$ cat src/common/fcd_pkg.sv
// Constants, command codes and timing for the flash command decoder.
// Assumes a 40 MHz CPU clock and byte addresses from the internal memory bus.
package fcd_pkg;
	localparam int FCD_CMD_ADDR_BITS = 14;
	localparam int FCD_ADDR_WIDTH = 18;
	localparam int FCD_DATA_WIDTH = 16;

	localparam logic [13:0] FCD_UNLOCK1_ADDR = 14'h1554;
	localparam logic [13:0] FCD_UNLOCK2_ADDR = 14'h2AA8;
	localparam logic [13:0] FCD_PUNLOCK1_ADDR = 14'h2A54;
	localparam logic [13:0] FCD_PUNLOCK2_ADDR = 14'h15A8;
	localparam logic [1:0] FCD_ODD_WORD_LSB = 2'h2;

	localparam logic [7:0] FCD_KEY1_DATA = 8'hA8;
	localparam logic [7:0] FCD_KEY2_DATA = 8'h54;
	localparam logic [7:0] FCD_RESET_DATA = 8'hF0;
	localparam logic [7:0] FCD_PROGRAM_DATA = 8'hA0;
	localparam logic [7:0] FCD_ERASE_EN_DATA = 8'h80;
	localparam logic [7:0] FCD_BLOCK_ERASE_DATA = 8'h30;
	localparam logic [7:0] FCD_CHIP_ERASE_DATA = 8'h10;
	localparam logic [7:0] FCD_SUSPEND_DATA = 8'hB0;
	localparam logic [7:0] FCD_RESUME_DATA = 8'h30;
	localparam logic [7:0] FCD_SET_PROT_DATA = 8'hC0;
	localparam logic [7:0] FCD_READ_PROT_DATA = 8'h90;
	localparam logic [7:0] FCD_BLK_UNPROT_DATA = 8'hC1;
	localparam logic [15:0] FCD_CODE_UNPROT_WORD = 16'hFFFF;
	localparam logic [15:0] FCD_CODE_REPROT_WORD = 16'hFFFB;
	localparam logic [15:0] FCD_PROT_WORD_RESET = 16'hFFFF;

	localparam int FCD_CLK_MHZ = 40;
	localparam int FCD_ERASE_WINDOW_NS = 96000;
	localparam int FCD_ERASE_WINDOW_CYC = (FCD_ERASE_WINDOW_NS * FCD_CLK_MHZ) / 1000;

	localparam int FCD_P_RESET = 0;
	localparam int FCD_P_PROG = 1;
	localparam int FCD_P_BLOCK = 2;
	localparam int FCD_P_CHIP = 3;
	localparam int FCD_P_SUSP = 4;
	localparam int FCD_P_RESUME = 5;
	localparam int FCD_P_SETPROT = 6;
	localparam int FCD_P_PROTERR = 7;
	localparam int FCD_NPULSE = 8;

	function automatic logic fcd_match(input logic [13:0] addr, input logic [7:0] data,
		input logic [13:0] ca, input logic [7:0] cd);
		fcd_match = (addr == ca) && (data == cd);
	endfunction : fcd_match
endpackage : fcd_pkg

$ cat src/hw/fcd_window_timer.sv
// Retriggerable timer for the block-erase address window.
// Assumes start and stop are one-cycle pulses on the same clock.
`timescale 1ns/100ps
module fcd_window_timer #(
	parameter int CYCLES = fcd_pkg::FCD_ERASE_WINDOW_CYC
) (
	input wire logic i_sys_clk,
	input wire logic i_rst_n,
	input wire logic i_start,
	input wire logic i_stop,
	output logic o_open,
	output logic o_expired
);
	import fcd_pkg::*;
	localparam int CW = $clog2(CYCLES + 1);
	localparam logic [CW-1:0] LAST = CW'(CYCLES - 1);
	if (CYCLES < 2) begin : g_cycles_check
		$error("fcd_window_timer: CYCLES must be at least 2");
	end
	logic [CW-1:0] cnt_reg, cnt_next;
	logic open_reg, open_next, exp_reg, exp_next;
	always_comb begin
		cnt_next = cnt_reg;
		open_next = open_reg;
		exp_next = 1'b0;
		if (i_start) begin
			cnt_next = '0;
			open_next = 1'b1;
		end else if (i_stop) begin
			open_next = 1'b0;
		end else if (open_reg) begin
			if (cnt_reg == LAST) begin
				open_next = 1'b0;
				exp_next = 1'b1;
			end else begin
				cnt_next = cnt_reg + CW'(1);
			end
		end
	end
	always_ff @(posedge i_sys_clk or negedge i_rst_n) begin
		if (!i_rst_n) begin
			cnt_reg <= '0;
			open_reg <= 1'b0;
			exp_reg <= 1'b0;
		end else begin
			cnt_reg <= cnt_next;
			open_reg <= open_next;
			exp_reg <= exp_next;
		end
	end
	assign o_open = open_reg;
	assign o_expired = exp_reg;
endmodule : fcd_window_timer

$ cat src/hw/fcd_decoder.sv
// Command-sequence decoder of the on-chip flash.
// Assumes single-cycle write strobes from the CPU bus on the same clock and an erase/program
// controller that reports erase activity and suspension and carries out the pulsed commands.
`timescale 1ns/100ps
module fcd_decoder #(
	parameter int AW = fcd_pkg::FCD_ADDR_WIDTH,
	parameter int WINDOW_CYC = fcd_pkg::FCD_ERASE_WINDOW_CYC
) (
	input wire logic i_sys_clk,
	input wire logic i_rst_n,
	input wire logic i_wr,
	input wire logic [AW-1:0] i_addr,
	input wire logic [fcd_pkg::FCD_DATA_WIDTH-1:0] i_wdata,
	input wire logic i_from_flash,
	input wire logic i_in_flash,
	input wire logic i_erase_active,
	input wire logic i_erase_suspended,
	input wire logic i_addr_in_erase_blk,
	input wire logic [fcd_pkg::FCD_DATA_WIDTH-1:0] i_prot_reg,
	output logic o_read_reset,
	output logic o_program_start,
	output logic [AW-1:0] o_program_target_address,
	output logic [fcd_pkg::FCD_DATA_WIDTH-1:0] o_program_data_word,
	output logic o_block_erase_add,
	output logic [AW-1:0] o_erase_block_address,
	output logic o_chip_erase_start,
	output logic o_erase_suspend,
	output logic o_erase_resume,
	output logic o_set_protection,
	output logic [fcd_pkg::FCD_DATA_WIDTH-1:0] o_protection_write_word,
	output logic o_protection_error,
	output logic o_prot_read_mode,
	output logic [fcd_pkg::FCD_DATA_WIDTH-1:0] o_protection_register,
	output logic o_block_temp_unprot,
	output logic o_code_temp_unprot,
	output logic o_erase_window_open,
	output logic o_erase_window_expired
);
	import fcd_pkg::*;
	if (AW < FCD_CMD_ADDR_BITS) begin : g_aw_check
		$error("fcd_decoder: AW must cover the command address bits");
	end

	typedef enum logic [3:0] {
		FCD_READ, FCD_U1, FCD_U2, FCD_PROG_WAIT, FCD_ERASE_EN, FCD_EU1, FCD_EU2,
		FCD_ERASE_TO, FCD_P1, FCD_P2, FCD_SETPROT, FCD_BTU, FCD_RDPROT
	} fcd_state_type;

	fcd_state_type state_reg, state_next;
	logic [FCD_NPULSE-1:0] pulse_reg, pulse_next;
	logic [AW-1:0] paddr_reg, paddr_next, eaddr_reg, eaddr_next;
	logic [FCD_DATA_WIDTH-1:0] pdata_reg, pdata_next, pword_reg, pword_next, prd_reg, prd_next;
	logic rdmode_reg, rdmode_next, btu_reg, btu_next, ctu_reg, ctu_next, tmo_reg, tmo_next;
	logic win_open, win_exp;
	logic [13:0] ca;
	logic [7:0] lo;
	logic busy;

	// Upper address bits are dropped so one page pointer reaches every command address.
	assign ca = i_addr[13:0];
	assign lo = i_wdata[7:0];
	// A running erase accepts nothing but suspend, reset and the code unprotect/reprotect words.
	assign busy = i_erase_active & ~i_erase_suspended;

	fcd_window_timer #(
		.CYCLES(WINDOW_CYC)
	) u_window (
		.i_sys_clk(i_sys_clk),
		.i_rst_n(i_rst_n),
		.i_start(pulse_reg[FCD_P_BLOCK]),
		.i_stop(pulse_reg[FCD_P_SUSP] | pulse_reg[FCD_P_RESET]),
		.o_open(win_open),
		.o_expired(win_exp)
	);

	always_comb begin
		state_next = state_reg;
		pulse_next = '0;
		paddr_next = paddr_reg;
		pdata_next = pdata_reg;
		eaddr_next = eaddr_reg;
		pword_next = pword_reg;
		btu_next = btu_reg;
		ctu_next = ctu_reg;
		if (i_wr) begin
			if (i_wdata == FCD_CODE_UNPROT_WORD && i_from_flash && i_in_flash) begin
				ctu_next = 1'b1;
				state_next = FCD_READ;
			end else if (i_wdata == FCD_CODE_REPROT_WORD && i_from_flash && i_in_flash) begin
				ctu_next = 1'b0;
				state_next = FCD_READ;
			end else if (lo == FCD_RESET_DATA) begin
				// One-cycle and three-cycle reset land here alike; unlock history only matters in FCD_BTU, where the reset also sets the block unprotect.
				pulse_next[FCD_P_RESET] = 1'b1;
				if (state_reg == FCD_BTU) begin
					btu_next = 1'b1;
				end
				state_next = FCD_READ;
			end else if (lo == FCD_SUSPEND_DATA && (busy || state_reg == FCD_ERASE_TO)) begin
				pulse_next[FCD_P_SUSP] = 1'b1;
				state_next = FCD_READ;
			end else if (!busy) begin
				state_next = FCD_READ;
				case (state_reg)
					FCD_READ, FCD_RDPROT: begin
						if (lo == FCD_RESUME_DATA && i_erase_suspended) begin
							pulse_next[FCD_P_RESUME] = 1'b1;
						end else if (fcd_match(ca, lo, FCD_UNLOCK1_ADDR, FCD_KEY1_DATA)) begin
							state_next = FCD_U1;
						end else if (fcd_match(ca, lo, FCD_PUNLOCK1_ADDR, FCD_KEY1_DATA)) begin
							state_next = FCD_P1;
						end
					end
					FCD_U1: begin
						if (fcd_match(ca, lo, FCD_UNLOCK2_ADDR, FCD_KEY2_DATA)) state_next = FCD_U2;
					end
					FCD_U2: begin
						if (fcd_match(ca, lo, FCD_UNLOCK1_ADDR, FCD_PROGRAM_DATA)) begin
							state_next = FCD_PROG_WAIT;
						end else if (fcd_match(ca, lo, FCD_UNLOCK1_ADDR, FCD_ERASE_EN_DATA) &&
							!i_erase_suspended) begin
							state_next = FCD_ERASE_EN;
						end
					end
					FCD_PROG_WAIT: begin
						// The full address is kept: the target is an array word, not a command.
						if (!(i_erase_suspended && i_addr_in_erase_blk)) begin
							pulse_next[FCD_P_PROG] = 1'b1;
							paddr_next = i_addr;
							pdata_next = i_wdata;
						end
					end
					FCD_ERASE_EN: begin
						if (fcd_match(ca, lo, FCD_UNLOCK1_ADDR, FCD_KEY1_DATA)) state_next = FCD_EU1;
					end
					FCD_EU1: begin
						if (fcd_match(ca, lo, FCD_UNLOCK2_ADDR, FCD_KEY2_DATA)) state_next = FCD_EU2;
					end
					FCD_EU2, FCD_ERASE_TO: begin
						if (lo == FCD_BLOCK_ERASE_DATA) begin
							pulse_next[FCD_P_BLOCK] = 1'b1;
							eaddr_next = i_addr;
							state_next = FCD_ERASE_TO;
						end else if (state_reg == FCD_EU2 &&
							fcd_match(ca, lo, FCD_UNLOCK1_ADDR, FCD_CHIP_ERASE_DATA)) begin
							pulse_next[FCD_P_CHIP] = 1'b1;
						end
					end
					FCD_P1: begin
						if (fcd_match(ca, lo, FCD_PUNLOCK2_ADDR, FCD_KEY2_DATA)) state_next = FCD_P2;
					end
					FCD_P2: begin
						if (fcd_match(ca, lo, FCD_PUNLOCK1_ADDR, FCD_SET_PROT_DATA)) begin
							state_next = FCD_SETPROT;
						end else if (fcd_match(ca, lo, FCD_PUNLOCK1_ADDR, FCD_READ_PROT_DATA)) begin
							state_next = FCD_RDPROT;
						end else if (fcd_match(ca, lo, FCD_PUNLOCK1_ADDR, FCD_BLK_UNPROT_DATA)) begin
							state_next = FCD_BTU;
						end
					end
					FCD_SETPROT: begin
						if (i_addr[1:0] == FCD_ODD_WORD_LSB) begin
							// A one may never be written over a zero already programmed.
							if ((~i_prot_reg & i_wdata) != '0) begin
								pulse_next[FCD_P_PROTERR] = 1'b1;
							end else begin
								pulse_next[FCD_P_SETPROT] = 1'b1;
								pword_next = i_wdata;
							end
						end
					end
					default: state_next = FCD_READ;
				endcase
			end
		end else if (state_reg == FCD_ERASE_TO && win_exp) begin
			state_next = FCD_READ;
		end
		rdmode_next = (state_next == FCD_RDPROT);
		prd_next = rdmode_next ? i_prot_reg : prd_reg;
		// An expiry in the same cycle as a new block write still reports the window closed.
		tmo_next = win_exp | (tmo_reg & ~pulse_next[FCD_P_BLOCK] & ~pulse_next[FCD_P_RESET]);
	end

	always_ff @(posedge i_sys_clk or negedge i_rst_n) begin
		if (!i_rst_n) begin
			state_reg <= FCD_READ;
			pulse_reg <= '0;
			paddr_reg <= '0;
			pdata_reg <= '0;
			eaddr_reg <= '0;
			pword_reg <= FCD_PROT_WORD_RESET;
			prd_reg <= FCD_PROT_WORD_RESET;
			rdmode_reg <= 1'b0;
			btu_reg <= 1'b0;
			ctu_reg <= 1'b0;
			tmo_reg <= 1'b0;
		end else begin
			state_reg <= state_next;
			pulse_reg <= pulse_next;
			paddr_reg <= paddr_next;
			pdata_reg <= pdata_next;
			eaddr_reg <= eaddr_next;
			pword_reg <= pword_next;
			prd_reg <= prd_next;
			rdmode_reg <= rdmode_next;
			btu_reg <= btu_next;
			ctu_reg <= ctu_next;
			tmo_reg <= tmo_next;
		end
	end

	assign o_read_reset = pulse_reg[FCD_P_RESET];
	assign o_program_start = pulse_reg[FCD_P_PROG];
	assign o_program_target_address = paddr_reg;
	assign o_program_data_word = pdata_reg;
	assign o_block_erase_add = pulse_reg[FCD_P_BLOCK];
	assign o_erase_block_address = eaddr_reg;
	assign o_chip_erase_start = pulse_reg[FCD_P_CHIP];
	assign o_erase_suspend = pulse_reg[FCD_P_SUSP];
	assign o_erase_resume = pulse_reg[FCD_P_RESUME];
	assign o_set_protection = pulse_reg[FCD_P_SETPROT];
	assign o_protection_write_word = pword_reg;
	assign o_protection_error = pulse_reg[FCD_P_PROTERR];
	assign o_prot_read_mode = rdmode_reg;
	assign o_protection_register = prd_reg;
	assign o_block_temp_unprot = btu_reg;
	assign o_code_temp_unprot = ctu_reg;
	assign o_erase_window_open = win_open;
	assign o_erase_window_expired = tmo_reg;
endmodule : fcd_decoder

$ cat config.mk
export PLATFORM = sky130hd
export DESIGN_NAME = fcd_decoder
export DESIGN_NICKNAME = d
export VERILOG_FILES = /design/src/common/fcd_pkg.sv /design/src/hw/fcd_window_timer.sv /design/src/hw/fcd_decoder.sv
export SDC_FILE = /design/constraint.sdc
export NUM_CORES = 1
export LEC_CHECK = 0
export ABC_AREA = 1
export BUFFER_PORTS_ARGS = -buffer_cell sky130_fd_sc_hd__buf_4
export CAP_MARGIN = 20
export CORE_MARGIN = 5
export CORE_UTILIZATION = 57
export CTS_BUF_LIST = sky130_fd_sc_hd__clkbuf_4
export CTS_CLUSTER_DIAMETER = 40
export DETAILED_ROUTE_END_ITERATION = 10
export PLACE_DENSITY = 0.93
export SETUP_SLACK_MARGIN = 0.4
export SYNTH_ARGS = -nofsm -noshare
export SYNTH_HDL_FRONTEND = slang
export SYNTH_SLANG_ARGS = --single-unit
$ cat constraint.sdc
create_clock -name i_sys_clk -period 3.4 [get_ports i_sys_clk]
set_input_delay 0.68 -clock i_sys_clk [delete_from_list [all_inputs] [get_ports i_sys_clk]]
set_output_delay 0.68 -clock i_sys_clk [all_outputs]
set_load 0.03 [all_outputs]
==> results of run 1 <==
-- per-stage QoR --
step | power [mW] | hold slack (ns)
final | 2.74 | 0.157
after global routing | 2.84 | 0.154
after CTS | 2.75 | 0.132
after detailed placement | 1.67 | 0.461
after global placement | 1.67 | 0.452
after floorplan | 1.52 | 0.384
-- cell type report --
class                      instances  area share
clock buffer                      17      0.0183
clock inverter                    15      0.0263
inverter                          75      0.0403
multi-input combinational        468       0.306
sequential                       114       0.414
tap                              129      0.0231
timing repair buffer             157       0.172
-- cell usage after synthesis (6+ instances only) --
| cell type | instances | area [um^2] |
|---|---|---|
| nand2_2 | 6 | 37.5 |
| nand3_1 | 44 | 220 |
| nor3_1 | 11 | 55.1 |
| o21ai_0 | 76 | 380 |
| nand2_1 | 198 | 743 |
| a21oi_1 | 8 | 40.0 |
| dfrtp_1 | 82 | 2050 |
| o22ai_1 | 7 | 43.8 |
| nor2_1 | 72 | 270 |
| nand4_1 | 10 | 62.6 |
| inv_2 | 9 | 33.8 |
| dfstp_2 | 32 | 841 |
| nor2_2 | 7 | 43.8 |
| clkbuf_1 | 13 | 48.8 |
| inv_1 | 66 | 248 |
| o21ai_1 | 8 | 40.0 |
-- power by group through the flow --
stage	Clock [mW]	Combinational, mW	Sequential, mW
after floorplan	0	0.0667	1.45
after global placement	0	0.255	1.41
after detailed placement	0	0.261	1.41
after CTS	1.10	0.262	1.39
after global routing	1.16	0.286	1.39
final	1.08	0.262	1.39
-- logic make-up after synthesis --
family,Yosys count
compound gates,105
fa+ha+maj,1
buf+inv,93
flops,114
simple gates,362
-- layer usage --
| layer | up-vias | GRT usage | share of wire |
|---|---|---|---|
| li1 | 2490 | - | - |
| met1 | 2491 | 0.347 | 0.41 |
| met2 | 254 | 0.473 | 0.48 |
| met3 | 31 | 0.0864 | 0.089 |
| met4 | 0 | 0.0868 | 0.022 |
| met5 | - | 0 | 0 |
-- worst register-to-register path: stages (launching register included) --
cell and delay, ns:
dfrtp_1 0.43, inv_2 0.07, nand2_1 0.18, nor2_1 0.11
o2111ai_2 0.26, nand2_1 0.09, nor4_1 0.26, nand2_2 0.43
buf_12 0.33, o21ai_0 0.22
-- how the worst max path moves through the flow --
| stage | end | slack [ns] |
|---|---|---|
| after floorplan | o_program_data_word[12] | 1.34 |
| after global placement | o_protection_write_word[3] | 0.63 |
| after detailed placement | o_protection_write_word[13] | 0.52 |
| after CTS | o_program_data_word[14] | 1.0 |
| after global routing | o_program_data_word[14] | 0.68 |
| final | o_program_data_word[14] | 0.95 |
==> results.tsv, run 1 <==
metric	value	unit
cp_common_cell	nand2_1	
io_buffers	154	
yosysSeqAreaShare	0.536	
fp.dieW	107	um
reg2reg_depth	9	
synthSimpleGateAreaFrac	0.289	
antenna_found_initial	0	
final_common_cell	nand2_1	
cts_buffer_depth	2	
cp.depth	9	
period_needed	2.45	ns
cpLargestDelayFamily	simple AND/OR/NAND/NOR gates	
worst_pin_slew	0.945	ns
post-route-util	0.756	
fp-row-count	35	
syn_avg_cell_area	8.00	um^2
diodes	0	
viasPerCell	5.40	
synth_flop_cell	dfrtp_1	
clkSlewWorstSetupHoldPaths	0.12	ns
slew_headroom	0.369	
ir_drop	0.239	mV
design.portCount	155	
status	complete, no violations	
start_util	0.584	
synth_fa_ha_area_frac	0.00232	
dr.first_iter.drc_count	377	
synth_top_family_by_area	simple AND/OR/NAND/NOR gates	
swShare	0.272	
r2r_slack	0.95	ns
cts_tree	done	
cts_hold_buffers	0	
seq_power_share	0.508	
period_share	0.720	
wirelength	15400	um
core_area	9240	um^2
netlist_area	5400	um^2
drive_gt1_frac	0.303	
multiInputGateArea	2130	um^2
synth_edf_count	0	
powerDensity	392	nW/um^2
rr_startpoint	state_reg[3]	
drc_errors	0	
p_leak	3.60	nW
p_clk_frac	0.397	
die_y	107	um
crit_type	reg2reg	
crit_start	state_reg[3]	
cts_resized	0	
nFillCells	649	
skew	0.0132	ns
ant_nets	0	
cts_setup_buffers	0	
end_kind	flip-flop	
worst_slack	0.951	ns
area_delta_synth_final	29.4	%
synth.distinct_cells	34	
numCtsBuffers	17	
synth_compound_area_frac	0.104	
p_int	1.99	mW
cp-start-kind	flip-flop	
fin_setup_tns	0	ns
rr_endpoint	o_program_data_word[14]	
synth-async-reset-ratio	1.00	
cap_viol_max_count	0	
hp-class	in2async	
finalInstanceArea	6990	um^2
dp_slack	0.524	ns
pwr-share-comb	0.096	
path_max_fanout	39	
cp_slowest_cell	dfrtp_1	
overflow	0	
crit_required	3.82	ns
layout_common_cells	197 x nand2_1, 155 x buf_4, 82 x dfrtp_1	
die_area	11500	um^2
synthMuxAreaShare	0	
rsz0062_at_grt	false	
vias	5266	
htreeDepth	4	
finalMaxSlewViolations	0	
track_usage	0.281	
slowest_delay	0.43	ns
clock_sinks	114	
nNetsFinal	892	
dp.cells	943	
dp_hpwl	11800	um
synth-xor-area-share	0	
drt-pass1-iter-count	5	
arrival	2.87	ns
final_cells	975	
root_buffer	clkbuf_4	
grt_start_max_net_pins	51	
synthCells	675	
synth.net_count	734	
register_area	2890	um^2
postPlaceCellArea	6670	um^2
grt_pass1_wl	25400	um
finalHoldViolCount	0	
crit_buf_inv	2	
worstSkewPairLatency	0.51	ns
switchingPower	0.744	mW
max_freq	0.408	GHz
worstPathCellList	inv_2 -> nand2_1 -> nor2_1 -> o2111ai_2 -> nand2_1 -> nor4_1 -> nand2_2 -> buf_12 -> o21ai_0	
ys_warn_count	0	
yosys_register_bits	114	
wl_per_cell	15.7	um
gp_congestion	0.943	
setup_viol	0	
grt_pass1_vias	5230	
No activity file was read; power rests on OpenSTA's default activity.
==> run 2: changes to the inputs <==
CORE_UTILIZATION = 54   (was 57)
PLACE_DENSITY = 0.9   (was 0.93)
clock period = 2.5 ns   (was 3.4 ns; I/O delays follow)
==> run 2 against run 1 <==
  * Total power is 33% higher
  * Register-to-register slack worse by 0.47 ns
  * Non-clock buffer count is 8 higher
  * Sequential power is 36% higher
  * Cell area is 2.1% higher
  * Worst hold slack better by 0.045 ns
  * Critical path depth is 3 higher
  * Largest cell class unchanged
==> results.tsv, run 2 (synthesized netlist as in run 1, its figures left out) <==
metric	value	unit	change
status	complete, no violations		
fin_setup_tns	0	ns	unchanged
finalHoldViolCount	0		unchanged
max_freq	0.496	GHz	+22%
drive_gt1_frac	0.323		+0.0202
dp_hpwl	12200	um	+3.5%
numCtsBuffers	17		unchanged
die_y	110	um	+2.5%
antenna_found_initial	0		unchanged
path_max_fanout	8		-79%
grt_pass1_vias	5372		+2.7%
p_total	3.64	mW	+33%
design.portCount	155		unchanged
start_util	0.552		-0.0319
wl_per_cell	16.5	um	+5.0%
final_cells	988		+1.3%
hp-start	i_prot_reg[14]		
clock_sinks	114		unchanged
area_delta_synth_final	32.1	%	
layout_common_cells	192 x nand2_1, 160 x buf_4, 80 x dfrtp_1		
diodes	0		unchanged
final_common_cell	nand2_1		
powerDensity	510	nW/um^2	+30%
nNetsFinal	901		+1.0%
r2r_slack	0.49	ns	-0.47 ns
fp-row-count	36		+2.9%
drt-pass1-iter-count	6		+1
viasPerCell	5.42		+0.30%
io_buffers	154		unchanged
rr_endpoint	o_protection_register[1]		
worstHoldPathCells	3		
worst_pin_slew	0.527	ns	-0.418 ns
cts_tree	done		
min_to	o_protection_register[14]		
p_leak	3.65	nW	+1.4%
finalMaxSlewViolations	0		unchanged
rsz0062_at_grt	true		
cts_buffer_depth	2		unchanged
dr.first_iter.drc_count	355		-5.8%
rr_startpoint	state_reg[3]		
vias	5352		+1.6%
cp-start-kind	flip-flop		
ir_drop	0.295	mV	+23%
dp.cells	953		+1.1%
reg2reg_depth	12		+3
overflow	0		unchanged
period_share	0.806		+0.0854
track_usage	0.278		-0.00301
crit_required	2.95	ns	-0.87 ns
drc_errors	0		unchanged
htreeDepth	4		unchanged
period_needed	2.01	ns	-0.435 ns
clkSlewWorstSetupHoldPaths	0.13	ns	about the same
arrival	2.47	ns	-0.40 ns
ant_nets	0		unchanged
cap_viol_max_count	0		unchanged
core_area	9770	um^2	+5.8%
skew	0.0216	ns	+0.00833 ns
end_kind	flip-flop		
wirelength	16300	um	+6.4%
slew_headroom	0.648		+0.279
setup_viol	0		unchanged
hp-class	in2reg		
grt_pass1_wl	26000	um	+2.1%
root_buffer	clkbuf_4		
die_area	12100	um^2	+5.0%
crit_start	state_reg[3]		
crit_type	reg2reg		
gp_congestion	0.942		-0.14%
worstSkewPairLatency	0.53	ns	+0.02 ns
grt_start_max_net_pins	70		+37%
fp.dieW	110	um	+2.5%
## run 2: cell type report
cell class	count	area (um^2)
multi-input combinational	469	2210
clock buffer	18	135
timing repair buffer	165	1280
clock inverter	14	156
sequential	114	2900
tap	133	166
fill	769	2640
inverter	75	287
## run 2: critical path, stage by stage (launching register included)
cell	delay, ns
dfrtp_2	0.47
inv_2	0.11
nand2_2	0.09
nor2_1	0.19
o2111ai_2	0.20
nand2_2	0.14
nor2_4	0.06
nand2_1	0.09
nand2_2	0.11
nor2_4	0.19
nand2_2	0.15
nand2_1	0.09
nand2_1	0.06
## run 2: how the worst max path moves through the flow
stage,cells past startpoint,endpoint
2_1_floorplan,11,o_program_data_word[12]
3_3_place_gp,17,o_protection_register[12]
3_5_place_dp,10,o_program_data_word[9]
4_1_cts,13,u_window.cnt_reg[7]
5_1_grt,12,o_protection_register[2]
6_report,12,o_protection_register[1]
## run 2: stage by stage
stage          hold WS, ns  worst slack (ns)   util  instance area [um^2]
3_3_place_gp         0.374             0.191  0.688                  6720
3_5_place_dp         0.382             0.121  0.688                  6720
5_1_grt              0.158             0.354  0.730                  7130
4_1_cts              0.175             0.411  0.720                  7030
2_1_floorplan        0.204             0.617      -                  5400
6_report             0.201             0.486  0.730                  7130
## run 2: metal layers
layer | GRT usage | part of all wire | up-vias
met2 | 0.467 | 0.49 | 275
met3 | 0.0757 | 0.091 | 41
met5 | 0 | 0 | -
met1 | 0.340 | 0.39 | 2530
li1 | - | - | 2506
met4 | 0.110 | 0.028 | 0
## run 2: power breakdown
group	internal, mW	switching [mW]	total [mW]
clock network	0.616	0.763	1.38
registers	1.87	0.0160	1.89
logic	0.137	0.231	0.368
## run 2: what timing repair did
action,CTS,global route
endpoints found under the setup margin,36,70
hold buffers,1,0
cloned,0,1
setup buffers,0,1
resized for setup,2,18
pin swaps,0,4
hold endpoints to repair,14,0
